<file path="config.mk">
export PLATFORM = sky130hd
export DESIGN_NAME = tx_input_stage
export DESIGN_NICKNAME = d
export VERILOG_FILES = /design/src/core/sync2.v /design/src/core/skew_mem.v /design/src/core/tx_input_stage.v
export VERILOG_INCLUDE_DIRS = /design/src /design/src/shared
export SDC_FILE = /design/constraint.sdc
export NUM_CORES = 1
export LEC_CHECK = 0
export ABC_AREA = 1
export BUFFER_PORTS_ARGS = -buffer_cell sky130_fd_sc_hd__buf_2
export CAP_MARGIN = 20
export CELL_PAD_IN_SITES_DETAIL_PLACEMENT = 1
export CELL_PAD_IN_SITES_GLOBAL_PLACEMENT = 1
export CORE_ASPECT_RATIO = 1.4
export CORE_MARGIN = 4
export CORE_UTILIZATION = 40
export DETAILED_ROUTE_END_ITERATION = 12
export GPL_TIMING_DRIVEN = 0
export PLACE_DENSITY_LB_ADDON = 0.25
export SLEW_MARGIN = 25
export SYNTH_ARGS = -nofsm -noshare
export SYNTH_HDL_FRONTEND = slang
export SYNTH_SLANG_ARGS = --single-unit
</file>
<file path="constraint.sdc">
create_clock -name clk_sys -period 2.93 [get_ports clk_sys]
set_clock_uncertainty 0.15 [all_clocks]
set_input_delay 0.1465 -clock clk_sys [delete_from_list [all_inputs] [get_ports clk_sys]]
set_output_delay 0.1465 -clock clk_sys [all_outputs]
set_load 0.01 [all_outputs]
</file>
<file path="src/shared/txin_defines.vh">
/*
  Constants for the transmit parallel input stage: codes, offsets, field
  positions, reset values and counts. Assumes inclusion by bare name.
*/
// What this block does
// - baud clock is reference times 10, or times 20 with double rate.
// - each character time carries 8 data bits, data/special select, word-sync request.
// - data/special select marks the character as data or control.
// - word-sync request starts a 16-character alignment sequence.
// - timing select 000 reference, 10X byte clock, 11X data eye, rest reserved.
// - chip init low recenters the skew buffer.
// - skew error goes high when the buffer drops or repeats a character.
// - skew error never raised in reference-clock capture mode.
// - skew error output timing follows the receive output timing select.
// - internal capture tick at character rate, locked to the selected source.
// - double rate with reference timing captures at rising edges and midway.
// - character rate lies between 98 and 136 MHz.
// - data-eye capture at quarter and three-quarter points between byte-clock rises.
// - after word sync is taken, inputs are ignored for fifteen character times.
`ifndef TXIN_DEFINES_VH
`define TXIN_DEFINES_VH

`define CLK_SYS_NS      20
`define CHAR_MHZ_MIN    98
`define CHAR_MHZ_MAX    136

// internal capture modes
`define MODE_REF        2'h0
`define MODE_TBC        2'h1
`define MODE_EYE        2'h2
`define MODE_RSV        2'h3

// baud multipliers
`define BAUD_X10        5'h0A
`define BAUD_X20        5'h14

// word sync sequence
`define WS_LAST         4'hF

// skew buffer
`define SKEW_AW         2
`define SKEW_DEPTH      3'h4
`define SKEW_CENTER     3'h2
`define SKEW_DW         10

// phase points in quarters of a measured period
`define PH_QTR          2'h1
`define PH_HALF         2'h2
`define PH_3QTR         2'h3
`define PER_MAX         8'hFF

// register offsets
`define REG_STATUS      2'h0
`define REG_INT_CLR     2'h1
`define REG_INT_EN      2'h2
`define REG_STATE       2'h3

// status and enable bit positions
`define ST_SKEW         0
`define ST_WSYNC        1
`define ST_RSV          2
`define INT_EN_RST      3'h0

`endif

</file>
<file path="src/core/sync2.v">
/*
  Two-flop synchroniser for a group of independent levels.
  Assumes each bit is a slow level or is re-sampled by the caller.
*/
`timescale 1ns/10ps
module sync2 #(
  parameter W = 1
) (
  // clock and reset
  input  wire         clk_sys,
  input  wire         rst_n,
  // levels
  input  wire [W-1:0] d,
  output reg  [W-1:0] q
);
  reg [W-1:0] meta_r;

  // first stage is read only by the second
  always @(posedge clk_sys) begin
    if (!rst_n) begin
      meta_r <= {W{1'b0}};
      q      <= {W{1'b0}};
    end else begin
      meta_r <= d;
      q      <= meta_r;
    end
  end
endmodule

</file>
<file path="src/core/skew_mem.v">
/*
  Small skew buffer memory, one write and one registered read port.
  Assumes the caller owns the pointers and the full/empty decisions.
*/
`timescale 1ns/10ps
`include "txin_defines.vh"
module skew_mem (
  // clock and reset
  input  wire                    clk_sys,
  input  wire                    rst_n,
  // write port
  input  wire                    wr_en,
  input  wire [`SKEW_AW-1:0]     wr_addr,
  input  wire [`SKEW_DW-1:0]     wr_data,
  // read port
  input  wire                    rd_en,
  input  wire [`SKEW_AW-1:0]     rd_addr,
  output reg  [`SKEW_DW-1:0]     rd_data
);
  reg [`SKEW_DW-1:0] mem [0:(1<<`SKEW_AW)-1];
  integer i;

  // cleared at reset so stale slots never read as unknown
  always @(posedge clk_sys) begin
    if (!rst_n) begin
      for (i = 0; i < (1<<`SKEW_AW); i = i + 1)
        mem[i] <= {`SKEW_DW{1'b0}};
      rd_data <= {`SKEW_DW{1'b0}};
    end else begin
      if (wr_en)
        mem[wr_addr] <= wr_data;
      if (rd_en)
        rd_data <= mem[rd_addr];
    end
  end
endmodule

</file>
<file path="src/core/tx_input_stage.v">
/*
  Transmit parallel input stage: captures characters on the reference,
  on the byte clock or in the byte-clock data eye, absorbs drift in a
  skew buffer, runs the word sync sequence and reports skew overflow.
  Assumes all pins are asynchronous to clk_sys and far slower than it.
*/
// The address map and strobed register access were decided locally.
`timescale 1ns/10ps
`include "txin_defines.vh"
module tx_input_stage (
  // clock and reset
  input  wire       clk_sys,
  input  wire       rst_n,
  // link clocks and chip init
  input  wire       ref_timing_clk,
  input  wire       tx_byte_clk,
  input  wire       chip_init_low,
  // transmit character pins
  input  wire [7:0] tx_data,
  input  wire       tx_ctrl_sel,
  input  wire       word_sync_req,
  // static configuration pins
  input  wire [2:0] tx_timing_sel,
  input  wire       dual_rate_sel,
  input  wire [1:0] rx_out_timing_sel,
  // register port
  input  wire [1:0] reg_addr,
  input  wire [7:0] reg_wdata,
  input  wire       reg_wr,
  input  wire       reg_rd,
  output reg  [7:0] reg_rdata,
  // character output toward the encoder
  output reg        cap_tick,
  output reg        char_valid,
  output reg  [7:0] char_data,
  output reg        char_special,
  output reg        char_sync,
  output reg  [3:0] sync_index,
  // status
  output reg  [4:0] baud_mult,
  output reg        skew_overflow_err,
  output reg        mode_reserved,
  output reg        irq
);
  localparam ST_DATA = 1'b0;
  localparam ST_SYNC = 1'b1;

  // timing select decode
  function [1:0] mode_of;
    input [2:0] sel;
    begin
      if (sel == 3'h0)
        mode_of = `MODE_REF;
      else if (sel[2:1] == 2'h2)
        mode_of = `MODE_TBC;
      else if (sel[2:1] == 2'h3)
        mode_of = `MODE_EYE;
      else
        mode_of = `MODE_RSV;
    end
  endfunction

  // point at q quarters of a measured period
  function [7:0] phase_pt;
    input [7:0] per;
    input [1:0] q;
    reg   [9:0] p;
    begin
      p        = {2'h0, per} * {8'h00, q};
      phase_pt = p[9:2];
    end
  endfunction

  wire [9:0] pin_q;
  wire [8:0] cfg_q;

  sync2 #(.W(10)) u_pin_sync (
    .clk_sys (clk_sys),
    .rst_n   (rst_n),
    .d       ({word_sync_req, tx_ctrl_sel, tx_data}),
    .q       (pin_q)
  );

  sync2 #(.W(9)) u_cfg_sync (
    .clk_sys (clk_sys),
    .rst_n   (rst_n),
    .d       ({ref_timing_clk, tx_byte_clk, chip_init_low, dual_rate_sel,
               tx_timing_sel, rx_out_timing_sel}),
    .q       (cfg_q)
  );

  wire       ref_s   = cfg_q[8];
  wire       tbc_s   = cfg_q[7];
  wire       recen   = ~cfg_q[6];
  wire       dual_s  = cfg_q[5];
  wire [1:0] mode    = mode_of(cfg_q[4:2]);
  wire [1:0] rsel_s  = cfg_q[1:0];
  wire       run     = (mode == `MODE_TBC) || (mode == `MODE_EYE);

  reg        ref_d_r;
  reg        tbc_d_r;
  reg  [7:0] ref_cnt_r;
  reg  [7:0] ref_per_r;
  reg  [7:0] tbc_cnt_r;
  reg  [7:0] tbc_per_r;

  wire ref_rise = ref_s & ~ref_d_r;
  wire tbc_rise = tbc_s & ~tbc_d_r;

  // reference character ticks: rise, plus midpoint when double rate
  wire ref_mid  = dual_s && (ref_per_r != 8'h00) && !ref_rise &&
                  (ref_cnt_r == phase_pt(ref_per_r, `PH_HALF));
  wire ref_tick = ref_rise | ref_mid;

  // byte clock ticks: rise, or quarter points of the eye
  wire eye_tick = (tbc_per_r != 8'h00) && !tbc_rise &&
                  ((tbc_cnt_r == phase_pt(tbc_per_r, `PH_QTR)) ||
                   (tbc_cnt_r == phase_pt(tbc_per_r, `PH_3QTR)));
  wire tbc_tick = (mode == `MODE_TBC) ? tbc_rise :
                  (mode == `MODE_EYE) ? eye_tick : 1'b0;

  // period measurement, counted in clk_sys cycles between rising edges
  always @(posedge clk_sys) begin
    if (!rst_n) begin
      ref_d_r   <= 1'b0;
      tbc_d_r   <= 1'b0;
      ref_cnt_r <= 8'h00;
      ref_per_r <= 8'h00;
      tbc_cnt_r <= 8'h00;
      tbc_per_r <= 8'h00;
    end else begin
      ref_d_r <= ref_s;
      tbc_d_r <= tbc_s;
      if (ref_rise) begin
        ref_per_r <= ref_cnt_r + 8'h01;
        ref_cnt_r <= 8'h00;
      end else if (ref_cnt_r != `PER_MAX) begin
        ref_cnt_r <= ref_cnt_r + 8'h01;
      end
      if (tbc_rise) begin
        tbc_per_r <= tbc_cnt_r + 8'h01;
        tbc_cnt_r <= 8'h00;
      end else if (tbc_cnt_r != `PER_MAX) begin
        tbc_cnt_r <= tbc_cnt_r + 8'h01;
      end
    end
  end

  // skew buffer pointers and overflow detection
  reg  [`SKEW_AW:0]   wr_ptr_r;
  reg  [`SKEW_AW:0]   rd_ptr_r;
  reg                 rd_pend_r;
  reg                 err_pend_r;
  wire [`SKEW_AW:0]   level    = wr_ptr_r - rd_ptr_r;
  wire                full     = (level == `SKEW_DEPTH);
  wire                empty    = (level == {(`SKEW_AW+1){1'b0}});
  wire                wr_try   = run & tbc_tick;
  wire                rd_try   = run & ref_tick;
  wire                wr_go    = wr_try & ~full;
  wire [`SKEW_AW:0]   rd_at    = empty ? rd_ptr_r - 3'h1 : rd_ptr_r;
  wire                err_evt  = (wr_try & full) | (rd_try & empty);
  wire [`SKEW_DW-1:0] mem_q;

  skew_mem u_skew_mem (
    .clk_sys (clk_sys),
    .rst_n   (rst_n),
    .wr_en   (wr_go),
    .wr_addr (wr_ptr_r[`SKEW_AW-1:0]),
    .wr_data (pin_q),
    .rd_en   (rd_try),
    .rd_addr (rd_at[`SKEW_AW-1:0]),
    .rd_data (mem_q)
  );

  always @(posedge clk_sys) begin
    if (!rst_n || recen || !run) begin
      wr_ptr_r   <= `SKEW_CENTER;
      rd_ptr_r   <= {(`SKEW_AW+1){1'b0}};
      rd_pend_r  <= 1'b0;
      err_pend_r <= 1'b0;
    end else begin
      rd_pend_r <= rd_try;
      if (wr_go)
        wr_ptr_r <= wr_ptr_r + 3'h1;
      if (rd_try && !empty)
        rd_ptr_r <= rd_ptr_r + 3'h1;
      if (err_evt)
        err_pend_r <= 1'b1;
    end
  end

  // character slot: direct on reference ticks, else from the buffer
  wire       slot_stb = ((mode == `MODE_REF) & ref_tick) | rd_pend_r;
  wire [9:0] slot_chr = rd_pend_r ? mem_q : pin_q;

  // word sync sequencer
  reg        ws_st_r;
  reg  [3:0] ws_cnt_r;
  wire       ws_start = slot_stb && (ws_st_r == ST_DATA) && slot_chr[9];

  always @(posedge clk_sys) begin
    if (!rst_n) begin
      ws_st_r      <= ST_DATA;
      ws_cnt_r     <= 4'h0;
      char_valid   <= 1'b0;
      char_data    <= 8'h00;
      char_special <= 1'b0;
      char_sync    <= 1'b0;
      sync_index   <= 4'h0;
    end else begin
      char_valid <= slot_stb;
      if (slot_stb) begin
        case (ws_st_r)
          ST_DATA: begin
            if (slot_chr[9]) begin
              ws_st_r      <= ST_SYNC;
              ws_cnt_r     <= 4'h1;
              char_sync    <= 1'b1;
              sync_index   <= 4'h0;
              char_special <= 1'b1;
              char_data    <= 8'h00;
            end else begin
              char_sync    <= 1'b0;
              sync_index   <= 4'h0;
              char_special <= slot_chr[8];
              char_data    <= slot_chr[7:0];
            end
          end
          ST_SYNC: begin
            char_sync    <= 1'b1;
            char_special <= 1'b1;
            char_data    <= 8'h00;
            sync_index   <= ws_cnt_r;
            ws_cnt_r     <= ws_cnt_r + 4'h1;
            if (ws_cnt_r == `WS_LAST)
              ws_st_r <= ST_DATA;
          end
          default: begin
            ws_st_r <= ST_DATA;
          end
        endcase
      end
    end
  end

  // status outputs, capture tick and skew error timing
  always @(posedge clk_sys) begin
    if (!rst_n) begin
      cap_tick          <= 1'b0;
      baud_mult         <= `BAUD_X10;
      skew_overflow_err <= 1'b0;
      mode_reserved     <= 1'b0;
    end else begin
      cap_tick      <= (mode == `MODE_REF) ? ref_tick : tbc_tick;
      baud_mult     <= dual_s ? `BAUD_X20 : `BAUD_X10;
      mode_reserved <= (mode == `MODE_RSV);
      if (recen || !run)
        skew_overflow_err <= 1'b0;
      else if (rsel_s == 2'h0 ? ref_tick : slot_stb)
        skew_overflow_err <= err_pend_r | err_evt;
    end
  end

  // interrupt status, enable and register port
  reg  [2:0] status_r;
  reg  [2:0] int_en_r;
  reg        rsv_d_r;
  wire       rsv_evt    = (mode == `MODE_RSV) & ~rsv_d_r;
  wire [2:0] ev         = {rsv_evt, ws_start, run & err_evt};
  wire [2:0] clr        = (reg_wr && reg_addr == `REG_INT_CLR) ?
                          reg_wdata[2:0] : 3'h0;
  wire [2:0] status_nxt = (status_r & ~clr) | ev;

  always @(posedge clk_sys) begin
    if (!rst_n) begin
      status_r  <= 3'h0;
      int_en_r  <= `INT_EN_RST;
      rsv_d_r   <= 1'b0;
      irq       <= 1'b0;
      reg_rdata <= 8'h00;
    end else begin
      rsv_d_r  <= (mode == `MODE_RSV);
      status_r <= status_nxt;
      irq      <= |(status_nxt & int_en_r);
      if (reg_wr && reg_addr == `REG_INT_EN)
        int_en_r <= reg_wdata[2:0];
      if (reg_rd) begin
        case (reg_addr)
          `REG_STATUS: reg_rdata <= {5'h00, status_r};
          `REG_INT_EN: reg_rdata <= {5'h00, int_en_r};
          `REG_STATE:  reg_rdata <= {ws_st_r, level, skew_overflow_err, dual_s, mode};
          default:     reg_rdata <= 8'h00;
        endcase
      end else begin
        reg_rdata <= 8'h00;
      end
    end
  end
endmodule

</file>
==> results of run 1 <==
## synthesized netlist by cell type, drive strengths merged (7+ instances only)
| cell type | instances | area share |
|---|---|---|
| inv | 155 | 0.078 |
| clkbuf | 15 | 0.0077 |
| nor2 | 82 | 0.045 |
| edfxtp | 40 | 0.16 |
| a21oi | 40 | 0.029 |
| nor3 | 26 | 0.017 |
| xor2 | 19 | 0.022 |
| o21ai | 58 | 0.039 |
| buf | 14 | 0.013 |
| o22ai | 13 | 0.011 |
| ha | 16 | 0.027 |
| nand2 | 187 | 0.097 |
| dfxtp | 130 | 0.35 |
| o21bai | 20 | 0.020 |
| nand3 | 58 | 0.040 |
| xnor2 | 7 | 0.0082 |
## stage by stage
step                TNS [ps]  instance area [um^2]  utilization
floorplan              -5090                  7440            -
global placement      -31460                  8030        0.443
detailed placement    -24550                  8030        0.443
CTS                        0                  9190        0.506
global route           -5610                  9440        0.520
finish                     0                  9440        0.520
## metal layers
metal / GRT usage / vias to the layer above / part of all wire
met3: 0.0397 / 38 / 0.023
met2: 0.420 / 88 / 0.59
met4: 0.0911 / 0 / 0.027
met5: 0 / - / 0
li1: - / 3175 / -
met1: 0.202 / 3084 / 0.36
## cell type report
cell class / count / area, um^2 / area share
multi-input cells: 555 / 3140 / 0.332
clock buffers: 21 / 472 / 0.0500
inverters: 159 / 608 / 0.0644
well taps: 240 / 300 / 0.0318
flip-flops and latches: 170 / 3820 / 0.405
clock inverters: 11 / 110 / 0.0117
plain buffers: 29 / 199 / 0.0211
repair buffers: 105 / 790 / 0.0836
## layout by cell type, fill, tap and decap left out, types with 4 or more instances in the layout
master,synthesis,routed
buf_4,3,14
nand3_1,57,57
inv_1,152,146
clkbuf_16,0,19
dfxtp_2,0,5
edfxtp_1,40,40
dfxtp_4,0,4
nor2_2,12,14
o21ai_1,4,8
o22ai_1,13,13
nor4_1,5,5
a21oi_1,38,37
o21bai_1,20,18
dfxtp_1,130,121
xnor2_1,7,7
nand2_2,6,9
nor3_1,26,25
dlygate4sd3_1,0,30
nand2_1,180,173
clkbuf_1,14,14
ha_1,16,14
nor2_1,70,61
nor2_4,0,7
o21ai_0,54,44
buf_12,0,5
inv_2,3,6
xor2_1,19,19
buf_6,3,7
buf_2,7,62
## state kept, by name, indices dropped and copies added, names as in the netlist, 2 cells and up
name / cells
status_r: 3
ws_cnt_r: 4
u_skew_mem.mem: 40
rd_ptr_r: 3
baud_mult: 2
tbc_per_r: 8
wr_ptr_r: 3
ref_cnt_r: 8
char_data: 8
ref_per_r: 8
u_pin_sync.q: 10
sync_index: 4
u_skew_mem.rd_data: 10
u_cfg_sync.meta_r: 9
int_en_r: 3
u_pin_sync.meta_r: 10
u_cfg_sync.q: 9
tbc_cnt_r: 8
reg_rdata: 8
## what timing repair did
action | CTS | global route
setup buffers | 12 | 4
cloned | 1 | 1
gates resized for setup | 37 | 63
hold buffers | 30 | 0
hold endpoints to repair | 26 | 0
endpoints found under the setup margin | 79 | 94
pin swaps | 7 | 13
## worst paths after layout
check                       start                     to  slack, ps  cells after the start
max                   wr_ptr_r[1]  u_skew_mem.rd_data[8]         20                     15
min                   reg_addr[0]           reg_rdata[1]          8                      4
max reg2reg           wr_ptr_r[1]  u_skew_mem.rd_data[8]         20                     15
min reg2reg  u_cfg_sync.meta_r[0]        u_cfg_sync.q[0]        260                      2
## worst reg2reg max path, delay by kind of cell (launching register included)
kind / cells / cell delay (ps)
flops: 1 / 390
fa+ha+maj: 1 / 360
simple gates: 5 / 510
xor+xnor: 2 / 470
compound gates: 2 / 330
buf+inv: 5 / 600
## kinds of logic after synthesis
logic type      after synthesis  synth area share
fa+ha+maj                    18            0.0323
simple gates                367             0.214
compound gates              142             0.111
xor+xnor                     26            0.0306
other cells                   1          0.000504
flops                       170             0.511
buf+inv                     188             0.101
## where the power goes
group | switching, mW | internal [mW]
combinational | 0.180 | 0.116
clock | 0.964 | 1.26
sequential | 0.0351 | 2.46
==> impl_metrics.json, run 1 <==
{
  "status": "completed",
  "crit_type": "reg -> reg",
  "syn_inst": 912,
  "dp_cells": 1210,
  "antenna_found_initial": 0,
  "dr_total_vias": 6385,
  "syn_area_per_cell_um2": 8.16,
  "dpl.hpwl_um": 15200,
  "area_delta_synth_final_pct": 26.8,
  "clk_latency_ps": 430,
  "whs_ps": 8.33,
  "cts_made_buffers": 17,
  "synth_seq_cells": 170,
  "core_um2": 18100,
  "root_buffer": "clkbuf_16",
  "ir_drop_uv": 382,
  "track_usage": 0.210,
  "rows": 58,
  "drcViolationCount": 0,
  "hold_viol_final": 0,
  "fin_nets": 1088,
  "endpoint_kind": "flip-flop",
  "avgRoutedWirePerCell_um": 16.5,
  "cp-start-kind": "flip-flop",
  "grt_pass1_vias": 6792,
  "hp-class": "in -> reg",
  "finalPower_mw": 5.01,
  "crit_slowest_cell": "dfxtp_4",
  "post-place-ws_ps": -648,
  "htreeDepth": 4,
  "netlist_area_um2": 7440,
  "grt_max_degree": 17,
  "start_util": 0.410,
  "firstDrtPassIters": 4,
  "final_cells": 1290,
  "period_share": 0.995,
  "die_x_um": 123,
  "die_h_um": 169,
  "ys_seq_area_frac": 0.511,
  "tightest_slew_ps": 713,
  "p_leak_nw": 4.30,
  "gr-total-overflow": 0,
  "cp_cell_sequence": "clkinvlp_4 > buf_6 > fa_2 > xor2_1 > xor2_1 > nor2_2 > buf_4 > nand2_1 > nand2_4 > buf_8 > o21ai_0 > o21bai_1 > nand3_1 > nand2_1 > inv_1",
  "place.gp.congestion": 0.793,
  "via_per_inst": 4.95,
  "max-slew-margin-rel": 0.524,
  "ys_async_sr_fraction": 0,
  "yosysWarningCount": 0,
  "grt_pass1_wl_um": 33800,
  "cts_tree": "yes",
  "drt_wl_total_um": 21300,
  "drt_iter0_drc": 238,
  "rsz0062_at_grt": "yes",
  "antenna_left": 0,
  "ios": 65,
  "pwr_density_cell_nw_per_um2": 530,
  "max_stage_delay_ps": 390,
  "io_buffer_count": 58,
  "synth-main-ff-cell": "dfxtp_1",
  "dieArea_um2": 20900,
  "worst-path-buf-inv": 5,
  "yosysUniqueCellTypes": 48,
  "drive_gt1_frac": 0.188,
  "setup_viol": 0,
  "finalMaxSlewViolations": 0,
  "arrival_ps": 3090,
  "setup_ws_ps": 15.3,
  "n_antenna_cell": 0,
  "timing.max_cap.violations": 0,
  "fill_cells": 2193,
  "cts_num_sinks": 170,
  "crit_family": "buffers and inverters",
  "syn-num-nets": 963,
  "clk_pin_slew_ps": 70,
  "max-clock-path-buffers": 2,
  "synth_edf_count": 40,
  "worstPathMaxFanout": 10,
  "fmax_mhz": 343,
  "finalCriticalPeriod_ps": 2910,
  "worstPathRequired_ps": 3110
}
No activity file was read; power rests on OpenSTA's default activity.
==> run 2, diff against run 1 <==
- SETUP_SLACK_MARGIN: unset -> 0.15
==> run 2 against run 1 <==
  * Power decreased by 0.59%
  * Critical path type unchanged
  * Clock-buffer cell count down 3
  * Sequential cell count unchanged
  * Largest power group unchanged
  * Critical path depth shrank 1
  * Final cell count grew 0.54%
  * Sequential power barely moved
  * Largest cell class unchanged
==> impl_metrics.json, run 2 (synthesis gave the netlist of run 1 again) <==
{
  "clk_latency_ps": 430,
  "setup_ws_ps": 29.6,
  "crit_slowest_cell": "fa_2",
  "core_um2": 18100,
  "firstDrtPassIters": 4,
  "fill_cells": 2165,
  "reg2regPathDepth": 14,
  "placed_cell_area_um2": 8040,
  "track_usage": 0.206,
  "io_buffer_count": 58,
  "start_util": 0.410,
  "r2r-start": "tbc_per_r[1]",
  "endpoint_kind": "flip-flop",
  "max-clock-path-buffers": 2,
  "largest_register": "u_skew_mem.mem",
  "timing.max_cap.violations": 0,
  "endpoint": "u_skew_mem.mem[2][0]",
  "cp_cell_sequence": "inv_4 > fa_2 > xor2_1 > nand2_1 > nor2_1 > nand2_1 > nor2_2 > nand3_2 > nand2_2 > nand2_4 > a21oi_4 > nand2_4 > o21ai_4 > buf_12",
  "worst-path-buf-inv": 2,
  "dieArea_um2": 20900,
  "root_buffer": "clkbuf_16",
  "pwr_density_cell_nw_per_um2": 509,
  "grt_max_degree": 17,
  "finalMaxSlewViolations": 0,
  "drive_gt1_frac": 0.224,
  "ir_drop_uv": 415,
  "grt_pass1_wl_um": 33300,
  "rows": 58,
  "critical_path_depth": 14,
  "max_stage_delay_ps": 560,
  "sw_frac_of_total": 0.236,
  "post-place-ws_ps": -714,
  "arrival_ps": 2890,
  "n_antenna_cell": 0,
  "crit_family": "simple AND/OR/NAND/NOR gates",
  "cts_num_sinks": 170,
  "largest_reg_flops": 40,
  "worstPathRequired_ps": 2920,
  "grt_pass1_vias": 6781,
  "worstPathMaxFanout": 10,
  "drcViolationCount": 0,
  "gr-total-overflow": 0,
  "max-slew-margin-rel": 0.508,
  "area_delta_synth_final_pct": 31.3,
  "final_cell_mix": "nand2_1, inv_1, dfxtp_1",
  "cp-start-kind": "flip-flop",
  "cts_made_buffers": 17,
  "regToRegEndpoint": "u_skew_mem.mem[2][0]",
  "drt_wl_total_um": 22200,
  "fin_nets": 1095,
  "dr_total_vias": 6448,
  "intPower_mw": 3.80,
  "netSwitchingPower_mw": 1.17,
  "cts_tree": "yes",
  "clk_pin_slew_ps": 60,
  "htreeDepth": 4,
  "rsz0062_at_grt": "yes",
  "die_h_um": 169,
  "finalPower_mw": 4.98,
  "hold_viol_final": 0,
  "crit_type": "reg -> reg",
  "pwr-share-comb": 0.062,
  "period_share": 0.990,
  "finalCriticalPeriod_ps": 2900,
  "dpl.hpwl_um": 14700,
  "avgRoutedWirePerCell_um": 17.1,
  "crit_start": "tbc_per_r[1]",
  "antenna_found_initial": 0,
  "die_x_um": 123,
  "via_per_inst": 4.97,
  "fin_area_um2": 9770,
  "hp-class": "in -> reg",
  "setup_viol": 0,
  "rrSetupSlack_ps": 30,
  "final_common_cell": "nand2_1",
  "place.gp.congestion": 0.804,
  "antenna_left": 0,
  "ios": 65,
  "fmax_mhz": 345,
  "pwr-share-seq": 0.501,
  "whs_ps": 18.8,
  "p_leak_nw": 4.45,
  "status": "completed",
  "tightest_slew_ps": 737,
  "clkPwrFrac": 0.436,
  "drt_iter0_drc": 233,
  "finalSetupTns_ps": 0
}
-- run 2: cell count changes in the layout (fill, tap and decap cells not counted), moves of 4 or more --
| cell | change |
|---|---|
| nand2_4 | +6 |
| nand2_1 | -6 |
| o21ai_0 | -11 |
| o21bai_1 | -5 |
| nor3_2 | +8 |
| nor2_2 | -4 |
| o21ai_1 | +5 |
| o21bai_2 | +5 |
| nor3_4 | +6 |
| o21ai_2 | +5 |
| nor3_1 | -14 |
-- run 2: tightest hold or removal path, stage by stage --
cell and delay [ps]:
buf_2 120, clkinv_1 170, nor2_2 90
-- run 2: per-layer routing --
layer | wire length (um) | vias to the layer above | track usage
met2 | 13200 | 88 | 0.426
met1 | 7970 | 3146 | 0.197
met5 | 0 | - | 0
li1 | - | 3175 | -
met3 | 512 | 39 | 0.0320
met4 | 529 | 0 | 0.0708
-- run 2: how the worst min path moves through the flow --
| stage | startpoint | end | slack, ps | depth (start not counted) |
|---|---|---|---|---|
| floorplan | rx_out_timing_sel[0] | u_cfg_sync.meta_r[0] | 90 | 2 |
| global placement | tx_data[6] | u_pin_sync.meta_r[6] | 180 | 3 |
| detailed placement | chip_init_low | u_cfg_sync.meta_r[6] | 180 | 3 |
| CTS | rst_n | ref_cnt_r[2] | 4 | 3 |
| global route | rst_n | char_valid | 40 | 3 |
| finish | rst_n | char_valid | 20 | 3 |
-- run 2: cell type report --
cell class	instances	area, um^2	area share
flip-flops and latches	170	3820	0.391
multi-input cells	555	3390	0.347
repair buffers	112	862	0.0882
inverters	159	614	0.0629
clock buffers	18	450	0.0461
well taps	240	300	0.0307
plain buffers	29	219	0.0224
clock inverters	14	118	0.0120
-- run 2: power groups by stage --
stage	Sequential [mW]	Clock (mW)	Combinational (mW)
2_1_floorplan	2.54	0	0.150
3_3_place_gp	2.54	0	0.231
3_5_place_dp	2.54	0	0.236
4_1_cts	2.49	2.20	0.293
5_1_grt	2.50	2.31	0.349
6_report	2.50	2.17	0.311
-- run 2: per-stage QoR --
| step | util | instances |
|---|---|---|
| after global routing | 0.539 | 1297 |
| after detailed placement | 0.443 | 1210 |
| final | 0.539 | 1297 |
| after global placement | 0.443 | 1210 |
| after CTS | 0.511 | 1286 |
| after floorplan | - | 912 |
-- run 2: repair_timing --
action | CTS | global route
gates resized for setup | 62 | 112
hold endpoints to repair | 26 | 0
setup buffers | 11 | 8
endpoints found under the setup margin | 96 | 95
gates cloned | 1 | 3
hold buffers | 32 | 0
pin swaps | 8 | 18
==> run 3, diff against run 2 <==
==> constraint.sdc (replaced) <==
create_clock -name clk_sys -period 2.93 [get_ports clk_sys]
set_clock_uncertainty 0.15 [all_clocks]
set_input_delay 0.586 -clock clk_sys [delete_from_list [all_inputs] [get_ports clk_sys]]
set_output_delay 0.586 -clock clk_sys [all_outputs]
set_load 0.01 [all_outputs]
==> run 3 against run 2 <==
  * Final area shrank 1.9%
  * Register-to-register slack worse by 150 ps
  * Worst setup slack worse by 150 ps
  * Clock-buffer cell count stayed put
  * Sequential share of layout area increased by 0.78 points
  * Sequential cell count unchanged
  * Critical path type unchanged
  * Final cell count down 1.9%
  * The flow now finishes with violations (negative setup slack)
  * Power is essentially flat
  * Non-clock buffer count is 26 lower
  * Clock power hardly changed
  * Critical endpoint is now u_skew_mem.mem[2][8]
  * Via count decreased by 0.88%
  * Maximum frequency down 4.8%
==> impl_metrics.json, run 3 (synthesis gave the netlist of run 1 again) <==
{
  "whs_ps": 180,
  "fin_area_um2": 9580,
  "grt_use_met3": 0.0343,
  "finalPower_mw": 4.98,
  "avgRoutedWirePerCell_um": 18.2,
  "die_h_um": 169,
  "clk_latency_ps": 430,
  "fill_cells": 2167,
  "rsz0062_at_grt": "yes",
  "drt_wl_total_um": 23100,
  "start_util": 0.410,
  "dieArea_um2": 20900,
  "worstHoldStart": "tx_data[5]",
  "violations": "negative setup slack",
  "cp-start-kind": "flip-flop",
  "tightest_slew_ps": 777,
  "antenna_left": 0,
  "grt_max_degree": 17,
  "dp_cells": 1210,
  "final_cells": 1272,
  "largest_reg_flops": 40,
  "ios": 65,
  "dpl.hpwl_um": 14700,
  "hold_buffers": 0,
  "gr-total-overflow": 0,
  "final_common_cell": "nand2_1",
  "hold_viol_final": 0,
  "finalMaxSlewViolations": 0,
  "ir_drop_uv": 344,
  "grt_pass1_wl_um": 32100,
  "cts_tree": "yes",
  "grt_use_met2": 0.407,
  "top_usage_layer": "met2",
  "worstHoldEndpoint": "u_pin_sync.meta_r[5]",
  "antenna_found_initial": 0,
  "p_leak_nw": 4.33,
  "cts_made_buffers": 17,
  "core_um2": 18100,
  "grt_util_met1": 0.193,
  "drive_gt1_frac": 0.241,
  "placed_cell_area_um2": 8040,
  "timing.max_cap.violations": 0,
  "hp-class": "in -> reg",
  "setup_viol": 17,
  "fmax_mhz": 328,
  "place.gp.congestion": 0.804,
  "clk_pin_slew_ps": 70,
  "worstPathRequired_ps": 3010,
  "rows": 58,
  "io_buffer_count": 58,
  "period_share": 1.04,
  "arrival_ps": 3130,
  "area_delta_synth_final_pct": 28.8,
  "drcViolationCount": 0,
  "max-slew-margin-rel": 0.482,
  "dr_total_vias": 6391,
  "n_antenna_cell": 0,
  "endpoint_kind": "flip-flop",
  "root_buffer": "clkbuf_16",
  "setup_ws_ps": -117,
  "crit_type": "reg -> reg",
  "via_per_inst": 5.02,
  "hold_depth": 3,
  "finalSetupTns_ps": -382,
  "status": "finished with violations",
  "track_usage": 0.199,
  "cts_num_sinks": 170,
  "pwr_density_cell_nw_per_um2": 519,
  "reg2regPathDepth": 15,
  "max-clock-path-buffers": 2,
  "rrSetupSlack_ps": -120,
  "die_x_um": 123,
  "largest_register": "u_skew_mem.mem",
  "drt_iter0_drc": 257,
  "htreeDepth": 4,
  "fin_nets": 1070,
  "grt_pass1_vias": 6550,
  "regToRegEndpoint": "u_skew_mem.mem[2][8]",
  "final_cell_mix": "nand2_1, inv_1, dfxtp_1",
  "r2r-start": "tbc_per_r[1]",
  "worstPathMaxFanout": 10,
  "finalCriticalPeriod_ps": 3050,
  "firstDrtPassIters": 4
}
## run 3: cell count changes in the layout (fill, tap and decap cells not counted), moves of 4 or more
cell	delta
dlygate4sd3_1	-32
nor3_1	+12
nor3_2	-7
o21ai_1	-7
nor2_1	-6
nor2_2	+6
o21ai_2	+6
nor3_4	-5
o21bai_4	+4
## run 3: cell type report
type	count	area, um^2	share of cell area
flip-flops and latches	170	3820	0.399
multi-input cells	555	3400	0.355
repair buffers	86	632	0.0659
inverters	159	617	0.0644
clock buffers	18	450	0.0470
well taps	240	300	0.0313
plain buffers	29	226	0.0236
clock inverters	14	118	0.0123
repair inverters	1	16.3	0.00170
## run 3: worst max-delay path by stage
stage | cells past startpoint | slack, ps | endpoint | from
floorplan | 14 | 9 | u_skew_mem.mem[0][0] | tbc_per_r[1]
global placement | 15 | -700 | u_skew_mem.mem[0][5] | tbc_per_r[2]
detailed placement | 15 | -710 | u_skew_mem.mem[2][2] | tbc_per_r[2]
CTS | 14 | 9 | u_skew_mem.mem[0][2] | tbc_per_r[1]
global route | 15 | -320 | u_skew_mem.mem[2][8] | tbc_per_r[1]
finish | 15 | -120 | u_skew_mem.mem[2][8] | tbc_per_r[1]
## run 3: power breakdown
part | switching [mW] | internal [mW]
clock network | 0.970 | 1.22
registers | 0.0411 | 2.46
logic | 0.183 | 0.104
total | 1.19 | 3.78
## run 3: critical path: stages (launching register included)
cell and delay, ps:
dfxtp_4 370, nand2_2 70, fa_2 530, xor2_1 140, nand2_1 60, nor2_1 90
nand2_1 90, nor2_2 100, nand3_2 90, nand2_2 90, nand2_4 90, buf_4 160
nand2_2 140, nand4_4 180, buf_8 220, nor3_1 260
## run 3: what timing repair did
item                                   in CTS  in global routing
gates cloned                                0                  8
setup buffers                              11                 11
resized for setup                          62                130
setup endpoints to repair                  96                 95
pin swaps                                   8                 28
endpoints found under the hold margin       0                  0
## run 3: per-stage QoR
stage	utilization	setup slack, ps
global placement	0.443	-702
finish	0.528	-117
detailed placement	0.443	-714
CTS	0.492	9.34
floorplan	-	8.65
global route	0.528	-317
## run 3: routing by layer
| metal | vias to the layer above | wire [um] |
|---|---|---|
| met5 | - | 0 |
| met4 | 0 | 854 |
| met3 | 51 | 598 |
| met2 | 105 | 13500 |
| met1 | 3105 | 8180 |
| li1 | 3130 | - |
